[src/hdl/cse_pkg.sv]
// Constants, types and register map of the compare, skip and branch execution block.
package cse_pkg;

    // ----------------------------------------------------------------
    // Register byte offsets
    // ----------------------------------------------------------------
    localparam logic [4:0] ADDR_CMD = 5'h00;
    localparam logic [4:0] ADDR_OPA = 5'h04;
    localparam logic [4:0] ADDR_OPB = 5'h08;
    localparam logic [4:0] ADDR_OFFS = 5'h0C;
    localparam logic [4:0] ADDR_PC = 5'h10;
    localparam logic [4:0] ADDR_FLAGS = 5'h14;
    localparam logic [4:0] ADDR_NEXTLEN = 5'h18;
    localparam logic [4:0] ADDR_STATUS = 5'h1C;

    // ----------------------------------------------------------------
    // Field positions
    // ----------------------------------------------------------------
    localparam int CMD_OP_LSB = 0;
    localparam int CMD_SEL_LSB = 5;
    localparam int STAT_BUSY_POS = 0;
    localparam int STAT_TAKEN_POS = 1;
    localparam int STAT_CYC_LSB = 2;
    localparam int STAT_ERR_POS = 4;
    localparam int NEXTLEN_TWO_POS = 0;

    // Bit positions inside the status flags register.
    localparam logic [2:0] FLAG_C = 3'h0;
    localparam logic [2:0] FLAG_Z = 3'h1;
    localparam logic [2:0] FLAG_N = 3'h2;
    localparam logic [2:0] FLAG_V = 3'h3;
    localparam logic [2:0] FLAG_S = 3'h4;
    localparam logic [2:0] FLAG_H = 3'h5;
    localparam logic [2:0] FLAG_T = 3'h6;
    localparam logic [2:0] FLAG_I = 3'h7;

    // ----------------------------------------------------------------
    // Reset values
    // ----------------------------------------------------------------
    localparam logic [15:0] PC_RST = 16'h0000;
    localparam logic [7:0] FLAGS_RST = 8'h00;
    localparam logic [7:0] OPER_RST = 8'h00;
    localparam logic [6:0] OFFS_RST = 7'h00;

    // ----------------------------------------------------------------
    // Cycle counts and program counter steps
    // ----------------------------------------------------------------
    localparam logic [1:0] CYC_ONE = 2'h1;
    localparam logic [1:0] CYC_TWO = 2'h2;
    localparam logic [1:0] CYC_THREE = 2'h3;
    localparam logic [15:0] PC_STEP = 16'h0001;
    localparam logic [15:0] PC_SKIP_ONE = 16'h0002;
    localparam logic [15:0] PC_SKIP_TWO = 16'h0003;

    // ----------------------------------------------------------------
    // Types
    // ----------------------------------------------------------------
    typedef enum logic [4:0] {
        OP_CMP_CARRY = 5'h00,
        OP_CMP_IMM = 5'h01,
        OP_SKIP_REG_BIT_CLEAR = 5'h02,
        OP_SKIP_REG_BIT_SET = 5'h03,
        OP_SKIP_IO_BIT_CLEAR = 5'h04,
        OP_SKIP_IO_BIT_SET = 5'h05,
        OP_BRANCH_FLAG_SET = 5'h06,
        OP_BRANCH_FLAG_CLEAR = 5'h07,
        OP_BRANCH_EQUAL = 5'h08,
        OP_BRANCH_NOT_EQUAL = 5'h09,
        OP_BRANCH_CARRY_SET = 5'h0A,
        OP_BRANCH_CARRY_CLEAR = 5'h0B,
        OP_BRANCH_SAME_OR_HIGHER = 5'h0C,
        OP_BRANCH_LOWER = 5'h0D,
        OP_BRANCH_NEGATIVE = 5'h0E,
        OP_BRANCH_POSITIVE = 5'h0F,
        OP_BRANCH_SIGNED_GE = 5'h10,
        OP_BRANCH_SIGNED_LT = 5'h11,
        OP_BRANCH_HALF_CARRY_SET = 5'h12,
        OP_BRANCH_HALF_CARRY_CLEAR = 5'h13,
        OP_BRANCH_TRANSFER_SET = 5'h14
    } op_t;

    typedef enum logic [2:0] {
        ST_IDLE = 3'b001,
        ST_EXEC = 3'b010,
        ST_HOLD = 3'b100
    } state_t;

    typedef enum logic [1:0] {
        KIND_NONE = 2'h0,
        KIND_CMP = 2'h1,
        KIND_SKIP = 2'h2,
        KIND_BRANCH = 2'h3
    } kind_t;

    typedef struct packed {
        logic [2:0] sel;
        logic [4:0] op;
    } cmd_t;

    typedef struct packed {
        logic h;
        logic v;
        logic n;
        logic z;
        logic c;
    } cmp_flags_t;

endpackage

[src/hdl/compare_skip_branch_exec.sv]
// Execution unit for compare, bit-test skip and conditional branch operations.
//
// Design decisions made here: the placing of the registers and the Avalon-MM slave port.
`timescale 1ns/100ps
module compare_skip_branch_exec (
    // Clock, reset and enable
    input wire logic clk,
    input wire logic sys_rst,
    input wire logic ce,
    // Avalon-MM slave
    input wire logic [4:0] avs_address,
    input wire logic avs_read,
    input wire logic avs_write,
    input wire logic [31:0] avs_writedata,
    input wire logic [3:0] avs_byteenable,
    output logic [31:0] avs_readdata,
    output logic avs_waitrequest
);

    // ----------------------------------------------------------------
    // Declarations
    // ----------------------------------------------------------------
    cse_pkg::state_t state_r;
    cse_pkg::state_t state_nxt;
    cse_pkg::cmd_t cmd_r;
    cse_pkg::kind_t kind;
    cse_pkg::cmp_flags_t cmp_flags;
    logic [7:0] opa_r;
    logic [7:0] opb_r;
    logic [6:0] offs_r;
    logic [15:0] pc_r;
    logic [15:0] pc_nxt;
    logic [7:0] flags_r;
    logic [7:0] flags_nxt;
    logic two_word_r;
    logic taken_r;
    logic err_r;
    logic [1:0] last_cyc_r;
    logic [1:0] cyc_nxt;
    logic [1:0] hold_cnt_r;
    logic cond;
    logic taken_nxt;
    logic err_nxt;
    logic wait_r;
    logic [31:0] rdata_r;
    logic busy;
    logic wr_commit;
    logic [15:0] offs_ext;
    logic cmp_borrow;
    logic signed_less;

    assign busy = (state_r != cse_pkg::ST_IDLE);
    assign avs_waitrequest = wait_r;
    assign avs_readdata = rdata_r;
    assign wr_commit = avs_write & ~wait_r;
    assign offs_ext = {{9{offs_r[6]}}, offs_r};

    // ----------------------------------------------------------------
    // Bus handshake
    // ----------------------------------------------------------------
    // Writes are held off while an operation runs so that operands, the
    // counter and the flags cannot change under it; reads always pass.
    always_ff @(posedge clk or posedge sys_rst) begin
        if (sys_rst) begin
            wait_r <= 1'b1;
        end else if (ce) begin
            if (wait_r && (avs_read || (avs_write && !busy))) begin
                wait_r <= 1'b0;
            end else begin
                wait_r <= 1'b1;
            end
        end
    end

    always_ff @(posedge clk or posedge sys_rst) begin
        if (sys_rst) begin
            rdata_r <= 32'h0000_0000;
        end else if (ce && wait_r && avs_read) begin
            if (avs_address == cse_pkg::ADDR_CMD) begin
                rdata_r <= {24'h00_0000, cmd_r};
            end else if (avs_address == cse_pkg::ADDR_OPA) begin
                rdata_r <= {24'h00_0000, opa_r};
            end else if (avs_address == cse_pkg::ADDR_OPB) begin
                rdata_r <= {24'h00_0000, opb_r};
            end else if (avs_address == cse_pkg::ADDR_OFFS) begin
                rdata_r <= {25'h000_0000, offs_r};
            end else if (avs_address == cse_pkg::ADDR_PC) begin
                rdata_r <= {16'h0000, pc_r};
            end else if (avs_address == cse_pkg::ADDR_FLAGS) begin
                rdata_r <= {24'h00_0000, flags_r};
            end else if (avs_address == cse_pkg::ADDR_NEXTLEN) begin
                rdata_r <= {31'h0000_0000, two_word_r};
            end else if (avs_address == cse_pkg::ADDR_STATUS) begin
                rdata_r <= {27'h000_0000, err_r, last_cyc_r, taken_r, busy};
            end else begin
                rdata_r <= 32'h0000_0000;
            end
        end
    end

    // ----------------------------------------------------------------
    // Operand registers
    // ----------------------------------------------------------------
    always_ff @(posedge clk or posedge sys_rst) begin
        if (sys_rst) begin
            opa_r <= cse_pkg::OPER_RST;
            opb_r <= cse_pkg::OPER_RST;
            offs_r <= cse_pkg::OFFS_RST;
            two_word_r <= 1'b0;
        end else if (ce && wr_commit && avs_byteenable[0]) begin
            if (avs_address == cse_pkg::ADDR_OPA) begin
                opa_r <= avs_writedata[7:0];
            end else if (avs_address == cse_pkg::ADDR_OPB) begin
                opb_r <= avs_writedata[7:0];
            end else if (avs_address == cse_pkg::ADDR_OFFS) begin
                offs_r <= avs_writedata[6:0];
            end else if (avs_address == cse_pkg::ADDR_NEXTLEN) begin
                two_word_r <= avs_writedata[cse_pkg::NEXTLEN_TWO_POS];
            end
        end
    end

    always_ff @(posedge clk or posedge sys_rst) begin
        if (sys_rst) begin
            cmd_r <= '0;
        end else if (ce && wr_commit && avs_byteenable[0]
                && avs_address == cse_pkg::ADDR_CMD) begin
            cmd_r <= avs_writedata[7:0];
        end
    end

    // ----------------------------------------------------------------
    // Compare datapath
    // ----------------------------------------------------------------
    // Carry feeds borrow for OP_CMP_CARRY only; OP_CMP_IMM subtracts with no borrow.
    assign cmp_borrow = (cmd_r.op == cse_pkg::OP_CMP_CARRY) ? flags_r[cse_pkg::FLAG_C] : 1'b0;

    cmp_flags_unit u_cmp (
        .minuend(opa_r),
        .subtrahend(opb_r),
        .borrow_in(cmp_borrow),
        .flags(cmp_flags)
    );

    assign signed_less = flags_r[cse_pkg::FLAG_N] ^ flags_r[cse_pkg::FLAG_V];

    // ----------------------------------------------------------------
    // Condition decode
    // ----------------------------------------------------------------
    always_comb begin
        cond = 1'b0;
        kind = cse_pkg::KIND_BRANCH;
        case (cmd_r.op)
            cse_pkg::OP_CMP_CARRY,
            cse_pkg::OP_CMP_IMM: begin
                kind = cse_pkg::KIND_CMP;
            end
            cse_pkg::OP_SKIP_REG_BIT_CLEAR: begin
                kind = cse_pkg::KIND_SKIP;
                cond = ~opa_r[cmd_r.sel];
            end
            cse_pkg::OP_SKIP_REG_BIT_SET: begin
                kind = cse_pkg::KIND_SKIP;
                cond = opa_r[cmd_r.sel];
            end
            cse_pkg::OP_SKIP_IO_BIT_CLEAR: begin
                kind = cse_pkg::KIND_SKIP;
                cond = ~opb_r[cmd_r.sel];
            end
            cse_pkg::OP_SKIP_IO_BIT_SET: begin
                kind = cse_pkg::KIND_SKIP;
                cond = opb_r[cmd_r.sel];
            end
            cse_pkg::OP_BRANCH_FLAG_SET: begin
                cond = flags_r[cmd_r.sel];
            end
            cse_pkg::OP_BRANCH_FLAG_CLEAR: begin
                cond = ~flags_r[cmd_r.sel];
            end
            cse_pkg::OP_BRANCH_EQUAL: begin
                cond = flags_r[cse_pkg::FLAG_Z];
            end
            cse_pkg::OP_BRANCH_NOT_EQUAL: begin
                cond = ~flags_r[cse_pkg::FLAG_Z];
            end
            cse_pkg::OP_BRANCH_CARRY_SET: begin
                cond = flags_r[cse_pkg::FLAG_C];
            end
            cse_pkg::OP_BRANCH_CARRY_CLEAR: begin
                cond = ~flags_r[cse_pkg::FLAG_C];
            end
            cse_pkg::OP_BRANCH_SAME_OR_HIGHER: begin
                cond = ~flags_r[cse_pkg::FLAG_C];
            end
            cse_pkg::OP_BRANCH_LOWER: begin
                cond = flags_r[cse_pkg::FLAG_C];
            end
            cse_pkg::OP_BRANCH_NEGATIVE: begin
                cond = flags_r[cse_pkg::FLAG_N];
            end
            cse_pkg::OP_BRANCH_POSITIVE: begin
                cond = ~flags_r[cse_pkg::FLAG_N];
            end
            cse_pkg::OP_BRANCH_SIGNED_GE: begin
                cond = ~signed_less;
            end
            cse_pkg::OP_BRANCH_SIGNED_LT: begin
                cond = signed_less;
            end
            cse_pkg::OP_BRANCH_HALF_CARRY_SET: begin
                cond = flags_r[cse_pkg::FLAG_H];
            end
            cse_pkg::OP_BRANCH_HALF_CARRY_CLEAR: begin
                cond = ~flags_r[cse_pkg::FLAG_H];
            end
            cse_pkg::OP_BRANCH_TRANSFER_SET: begin
                cond = flags_r[cse_pkg::FLAG_T];
            end
            default: begin
                kind = cse_pkg::KIND_NONE;
            end
        endcase
    end

    // ----------------------------------------------------------------
    // Outcome: next counter, flags and cycle count
    // ----------------------------------------------------------------
    always_comb begin
        pc_nxt = pc_r + cse_pkg::PC_STEP;
        flags_nxt = flags_r;
        cyc_nxt = cse_pkg::CYC_ONE;
        taken_nxt = 1'b0;
        err_nxt = 1'b0;
        case (kind)
            cse_pkg::KIND_CMP: begin
                flags_nxt[cse_pkg::FLAG_Z] = cmp_flags.z;
                flags_nxt[cse_pkg::FLAG_N] = cmp_flags.n;
                flags_nxt[cse_pkg::FLAG_V] = cmp_flags.v;
                flags_nxt[cse_pkg::FLAG_C] = cmp_flags.c;
                flags_nxt[cse_pkg::FLAG_H] = cmp_flags.h;
            end
            cse_pkg::KIND_SKIP: begin
                taken_nxt = cond;
                if (cond && two_word_r) begin
                    pc_nxt = pc_r + cse_pkg::PC_SKIP_TWO;
                    cyc_nxt = cse_pkg::CYC_THREE;
                end else if (cond) begin
                    pc_nxt = pc_r + cse_pkg::PC_SKIP_ONE;
                    cyc_nxt = cse_pkg::CYC_TWO;
                end
            end
            cse_pkg::KIND_BRANCH: begin
                taken_nxt = cond;
                if (cond) begin
                    pc_nxt = pc_r + offs_ext + cse_pkg::PC_STEP;
                    cyc_nxt = cse_pkg::CYC_TWO;
                end
            end
            default: begin
                // Unknown codes retire as a one-cycle step and raise the error bit.
                err_nxt = 1'b1;
            end
        endcase
    end

    // ----------------------------------------------------------------
    // Sequencer
    // ----------------------------------------------------------------
    always_comb begin
        state_nxt = state_r;
        case (state_r)
            cse_pkg::ST_IDLE: begin
                if (wr_commit && avs_byteenable[0] && avs_address == cse_pkg::ADDR_CMD) begin
                    state_nxt = cse_pkg::ST_EXEC;
                end
            end
            cse_pkg::ST_EXEC: begin
                if (cyc_nxt == cse_pkg::CYC_ONE) begin
                    state_nxt = cse_pkg::ST_IDLE;
                end else begin
                    state_nxt = cse_pkg::ST_HOLD;
                end
            end
            cse_pkg::ST_HOLD: begin
                if (hold_cnt_r == cse_pkg::CYC_ONE) begin
                    state_nxt = cse_pkg::ST_IDLE;
                end
            end
            default: begin
                state_nxt = cse_pkg::ST_IDLE;
            end
        endcase
    end

    always_ff @(posedge clk or posedge sys_rst) begin
        if (sys_rst) begin
            state_r <= cse_pkg::ST_IDLE;
        end else if (ce) begin
            state_r <= state_nxt;
        end
    end

    // Counts the extra busy cycles of a taken skip or a taken branch.
    always_ff @(posedge clk or posedge sys_rst) begin
        if (sys_rst) begin
            hold_cnt_r <= 2'h0;
        end else if (ce) begin
            if (state_r == cse_pkg::ST_EXEC) begin
                hold_cnt_r <= cyc_nxt - cse_pkg::CYC_ONE;
            end else if (state_r == cse_pkg::ST_HOLD) begin
                hold_cnt_r <= hold_cnt_r - cse_pkg::CYC_ONE;
            end
        end
    end

    // ----------------------------------------------------------------
    // Program counter and flags
    // ----------------------------------------------------------------
    // Both are written by software only while idle, so the execute step
    // never races a bus write.
    always_ff @(posedge clk or posedge sys_rst) begin
        if (sys_rst) begin
            pc_r <= cse_pkg::PC_RST;
        end else if (ce) begin
            if (state_r == cse_pkg::ST_EXEC) begin
                pc_r <= pc_nxt;
            end else if (wr_commit && avs_address == cse_pkg::ADDR_PC) begin
                if (avs_byteenable[0]) begin
                    pc_r[7:0] <= avs_writedata[7:0];
                end
                if (avs_byteenable[1]) begin
                    pc_r[15:8] <= avs_writedata[15:8];
                end
            end
        end
    end

    always_ff @(posedge clk or posedge sys_rst) begin
        if (sys_rst) begin
            flags_r <= cse_pkg::FLAGS_RST;
        end else if (ce) begin
            if (state_r == cse_pkg::ST_EXEC) begin
                flags_r <= flags_nxt;
            end else if (wr_commit && avs_byteenable[0]
                    && avs_address == cse_pkg::ADDR_FLAGS) begin
                flags_r <= avs_writedata[7:0];
            end
        end
    end

    // ----------------------------------------------------------------
    // Outcome status
    // ----------------------------------------------------------------
    always_ff @(posedge clk or posedge sys_rst) begin
        if (sys_rst) begin
            taken_r <= 1'b0;
            err_r <= 1'b0;
            last_cyc_r <= 2'h0;
        end else if (ce && state_r == cse_pkg::ST_EXEC) begin
            taken_r <= taken_nxt;
            err_r <= err_nxt;
            last_cyc_r <= cyc_nxt;
        end
    end

endmodule // compare_skip_branch_exec

[src/hdl/cmp_flags_unit.sv]
// Subtract-and-discard unit that produces compare flags.
`timescale 1ns/100ps
module cmp_flags_unit (
    // Operands
    input wire logic [7:0] minuend,
    input wire logic [7:0] subtrahend,
    input wire logic borrow_in,
    // Result flags
    output cse_pkg::cmp_flags_t flags
);

    logic [8:0] diff;
    logic [7:0] res;

    // ----------------------------------------------------------------
    // Difference
    // ----------------------------------------------------------------
    // The result is never stored; only the flags leave this unit.
    assign diff = {1'b0, minuend} - {1'b0, subtrahend} - {8'h00, borrow_in};
    assign res = diff[7:0];

    // ----------------------------------------------------------------
    // Flags
    // ----------------------------------------------------------------
    assign flags.c = diff[8];
    assign flags.z = (res == 8'h00);
    assign flags.n = res[7];
    assign flags.v = (minuend[7] & ~subtrahend[7] & ~res[7])
        | (~minuend[7] & subtrahend[7] & res[7]);
    assign flags.h = (~minuend[3] & subtrahend[3]) | (subtrahend[3] & res[3])
        | (res[3] & ~minuend[3]);

endmodule // cmp_flags_unit

[config.mk]
export PLATFORM = sky130hd
export DESIGN_NAME = compare_skip_branch_exec
export DESIGN_NICKNAME = d
export VERILOG_FILES = /design/src/hdl/cse_pkg.sv /design/src/hdl/compare_skip_branch_exec.sv /design/src/hdl/cmp_flags_unit.sv
export SDC_FILE = /design/constraint.sdc
export NUM_CORES = 1
export LEC_CHECK = 0
export BUFFER_PORTS_ARGS = -buffer_cell sky130_fd_sc_hd__buf_2
export CORE_ASPECT_RATIO = 0.75
export CORE_MARGIN = 2
export CORE_UTILIZATION = 35
export CTS_CLUSTER_SIZE = 14
export DETAILED_ROUTE_END_ITERATION = 8
export GPL_TIMING_DRIVEN = 0
export SLEW_MARGIN = 20
export SYNTH_ARGS = -nofsm -noshare
export SYNTH_HDL_FRONTEND = slang
export SYNTH_SLANG_ARGS = --single-unit
export TNS_END_PERCENT = 50
[constraint.sdc]
create_clock -name clk -period 8.1 [get_ports clk]
set_input_delay 0.405 -clock clk [delete_from_list [all_inputs] [get_ports clk]]
set_output_delay 0.405 -clock clk [all_outputs]
set_load 0.02 [all_outputs]
==> flow_summary.json <==
{
  "cp_arrival_ns": 4.23,
  "post_synth_mux_area_share": 0.0887,
  "place_ws_ns": 4.12,
  "worstSetupEndpointType": "flop",
  "power.share.clock": 0.324,
  "yosys.area_share.xor_xnor": 0.0462,
  "cts_hold_buf": 0,
  "post-route-period-util": 0.495,
  "rr_endpoint": "flags_r[3]$_DFFE_PP0P_",
  "rsz0062_at_grt": "false",
  "slew_headroom": 0.257,
  "worst_r2r_startpoint": "cmd_r[1]$_DFFE_PP0P_",
  "dominant_combinational_cell_family_by_area_after_synthesis": "compound AO/OA/AOI/OAI gates",
  "postCtsResizedCells": 0,
  "syn_avg_cell_area_um2": 8.46,
  "postSynthCellCount": 784,
  "synth_fa_ha_area_frac": 0.0770,
  "design.die.area_mm2": 0.0201,
  "wl_um": 21100,
  "grt_antenna_before_repair": 0,
  "via_per_inst": 5.68,
  "share_comb_of_total_power": 0.309,
  "grt_use_total": 0.219,
  "final_hold_viol_count": 0,
  "tightest_slew_ns": 1.11,
  "yosysSeqAreaShare": 0.310,
  "final_hpwl_from_detailed_placement_um": 16100,
  "cts_tree": "built",
  "route.detailed.drc": 0,
  "numCtsBuffers": 9,
  "floorplan.initialDensity": 0.358,
  "synth_simple_gate_area_share": 0.173,
  "nFillCells": 1916,
  "clk-insertion-delay-late_ns": 0.36,
  "wl_met3_um": 1880,
  "top_metal_layer_carrying_routed_signals": "met4",
  "dominantRegCellSynth": "sky130_fd_sc_hd__dfrtp_1",
  "period_needed_ns": 4.01,
  "timing.final.max_slew_violations": 0,
  "grt_first_pass_wirelength_um": 33300,
  "power.share.switching": 0.368,
  "cts-htree-levels": 3,
  "cts_buffer_depth": 2,
  "final_critical_path_setup_slack_ns": 4.09,
  "clock-root-buffer": "sky130_fd_sc_hd__clkbuf_16",
  "power.leakage_nw": 3.30,
  "area_delta_synth_final_pct": 13.5,
  "p_per_area_mw_per_mm2": 169,
  "p_switching_mw": 0.467,
  "timing.reg2reg.setup_slack_ns": 4.09,
  "wl_per_cell_um": 19.1,
  "critical_path_required_ns": 8.31,
  "fp-row-count": 43,
  "die_h_um": 123,
  "synthesis_stage_register_bit_count": 82,
  "setup_viol_count_final": 0,
  "globalRoute.totalOverflow": 0,
  "drt.antenna.violating_nets": 0,
  "detailedRoute.firstIterationViolations": 866,
  "core_area_mm2": 0.0185,
  "ioPinCount": 79,
  "first_global_vias": 5716,
  "cts_setup_buffers": 0,
  "min-delay-path-class": "in2async",
  "netlist-cell-type-count": 76,
  "place.gp.congestion": 0.951,
  "met1Wirelength_um": 10600,
  "synth_compound_area_frac": 0.230,
  "worstRegToRegCells": 15,
  "pwr-share-seq": 0.367,
  "worstPathMaxFanout": 10,
  "synthDominantAreaCellType": "sky130_fd_sc_hd__dfrtp_1",
  "max_cap_viol_count": 0,
  "finish.utilization": 0.407,
  "post_synth_instance_area_mm2": 0.00663,
  "max_freq_ghz": 0.249,
  "internal_power_mw": 0.803,
  "fp.dieW_um": 163,
  "drive_gt1_frac": 0.162,
  "synth_enable_flop_cells": 0,
  "power.ir.vdd_worst_mv": 0.124,
  "via_count": 6275,
  "clock_sink_count": 82,
  "grt_max_degree": 49,
  "layout.nets": 938,
  "final_cell_mix": "sky130_fd_sc_hd__nand2_1 (99), sky130_fd_sc_hd__dfrtp_1 (80), sky130_fd_sc_hd__nor2_1 (52), sky130_fd_sc_hd__o21ai_0 (52), sky130_fd_sc_hd__buf_2 (49)",
  "yosysTopAreaCellShare": 0.302,
  "port-buffer-count": 42,
  "async_reset_ff_frac": 1.00,
  "finalSetupTns_ns": 0,
  "synth_warnings": 0,
  "startpoint_type": "flop",
  "p_total_mw": 1.27,
  "synth_area_leaders": "sky130_fd_sc_hd__dfrtp_1 (30%), sky130_fd_sc_hd__ha_1 (6.8%), sky130_fd_sc_hd__nand2_1 (5.6%)",
  "layout.cells.most_common": "sky130_fd_sc_hd__nand2_1",
  "clock-skew-final_ns": 0.00834,
  "wl_met2_um": 8300,
  "num_antenna_cells": 0,
  "worstSetupPathType": "reg2reg",
  "run_status": "completed",
  "drtPass1Iterations": 5,
  "clock_pin_slew_worst_setup_and_hold_paths_ns": 0.07
}
[layout make-up]
type,instances,area (um2),area share
timing repair buffer,43,230,0.0306
clock inverter,7,70.1,0.00931
inverter,42,160,0.0213
sequential,82,2050,0.273
clock buffer,9,225,0.0299
tap,247,309,0.0411
buffer,59,335,0.0446
multi-input combinational,616,4140,0.550
[synth_stat cells, drive strengths merged, types with 22 or more instances]
library cell	number
mux2	31
buf	31
inv	42
a21oi	46
nand2	99
clkbuf	28
ha	36
nor3	22
nand3	24
o21ai	67
nor2	52
dfrtp	80
xnor2	22
[state kept, by name, indices dropped and copies added (netlist names)]
signal / cells
err_r: 1
opa_r: 8
state_r: 3
flags_r: 8
offs_r: 7
opb_r: 8
two_word_r: 1
pc_r: 16
cmd_r: 8
avs_readdata: 16
hold_cnt_r: 2
taken_r: 1
avs_waitrequest: 1
last_cyc_r: 2
[worst max path at each step]
stage,endpoint,from,slack [ns]
after floorplan,flags_r[3]$_DFFE_PP0P_,cmd_r[1]$_DFFE_PP0P_,4.74
after global placement,flags_r[3]$_DFFE_PP0P_,cmd_r[1]$_DFFE_PP0P_,4.09
after detailed placement,flags_r[3]$_DFFE_PP0P_,cmd_r[1]$_DFFE_PP0P_,4.12
after CTS,flags_r[3]$_DFFE_PP0P_,cmd_r[1]$_DFFE_PP0P_,4.08
after global routing,flags_r[3]$_DFFE_PP0P_,cmd_r[1]$_DFFE_PP0P_,3.68
final,flags_r[3]$_DFFE_PP0P_,cmd_r[1]$_DFFE_PP0P_,4.09
[cells by family (layout without fill, tap and decap cells)]
family | Yosys count | count (layout)
fa+ha+maj | 39 | 39
xor+xnor | 35 | 35
flops | 82 | 82
compound gates | 232 | 232
buf+inv | 101 | 160
mux | 47 | 47
other cells | 1 | 16
simple gates | 247 | 247
[stage by stage]
stage | hold slack, ns | instance area (um2) | std cells
floorplan | 0.451 | 6690 | 799
global placement | 0.469 | 7210 | 1088
detailed placement | 0.464 | 7230 | 1089
CTS | 0.164 | 7530 | 1105
global route | 0.193 | 7530 | 1105
finish | 0.145 | 7530 | 1105
[metal layers]
layer	up-vias	global-route usage
met5	-	0
met3	18	0.0537
met4	0	0.0487
met2	282	0.296
li1	2969	-
met1	3006	0.344
[power by group through the flow]
stage / clock network [mW] / registers, mW / logic, mW
finish: 0.412 / 0.466 / 0.393
global route: 0.435 / 0.468 / 0.433
CTS: 0.418 / 0.464 / 0.388
detailed placement: 0 / 0.472 / 0.386
global placement: 0 / 0.472 / 0.386
floorplan: 0 / 0.464 / 0.284
[critical path, cell delays in order, from the launching register on]
cell and delay, ns:
sky130_fd_sc_hd__dfrtp_1 0.37, sky130_fd_sc_hd__clkbuf_1 0.18, sky130_fd_sc_hd__clkbuf_1 0.26, sky130_fd_sc_hd__nor4_1 0.47
sky130_fd_sc_hd__nand3_1 0.16, sky130_fd_sc_hd__fa_1 0.44, sky130_fd_sc_hd__ha_1 0.20, sky130_fd_sc_hd__nor2b_1 0.17
sky130_fd_sc_hd__a21boi_0 0.14, sky130_fd_sc_hd__o21a_1 0.21, sky130_fd_sc_hd__o2111a_1 0.22, sky130_fd_sc_hd__a311oi_1 0.54
sky130_fd_sc_hd__mux2i_1 0.25, sky130_fd_sc_hd__nor2_1 0.05, sky130_fd_sc_hd__a21oi_1 0.13, sky130_fd_sc_hd__o21ai_0 0.09
No activity file was read; power rests on OpenSTA's default activity.
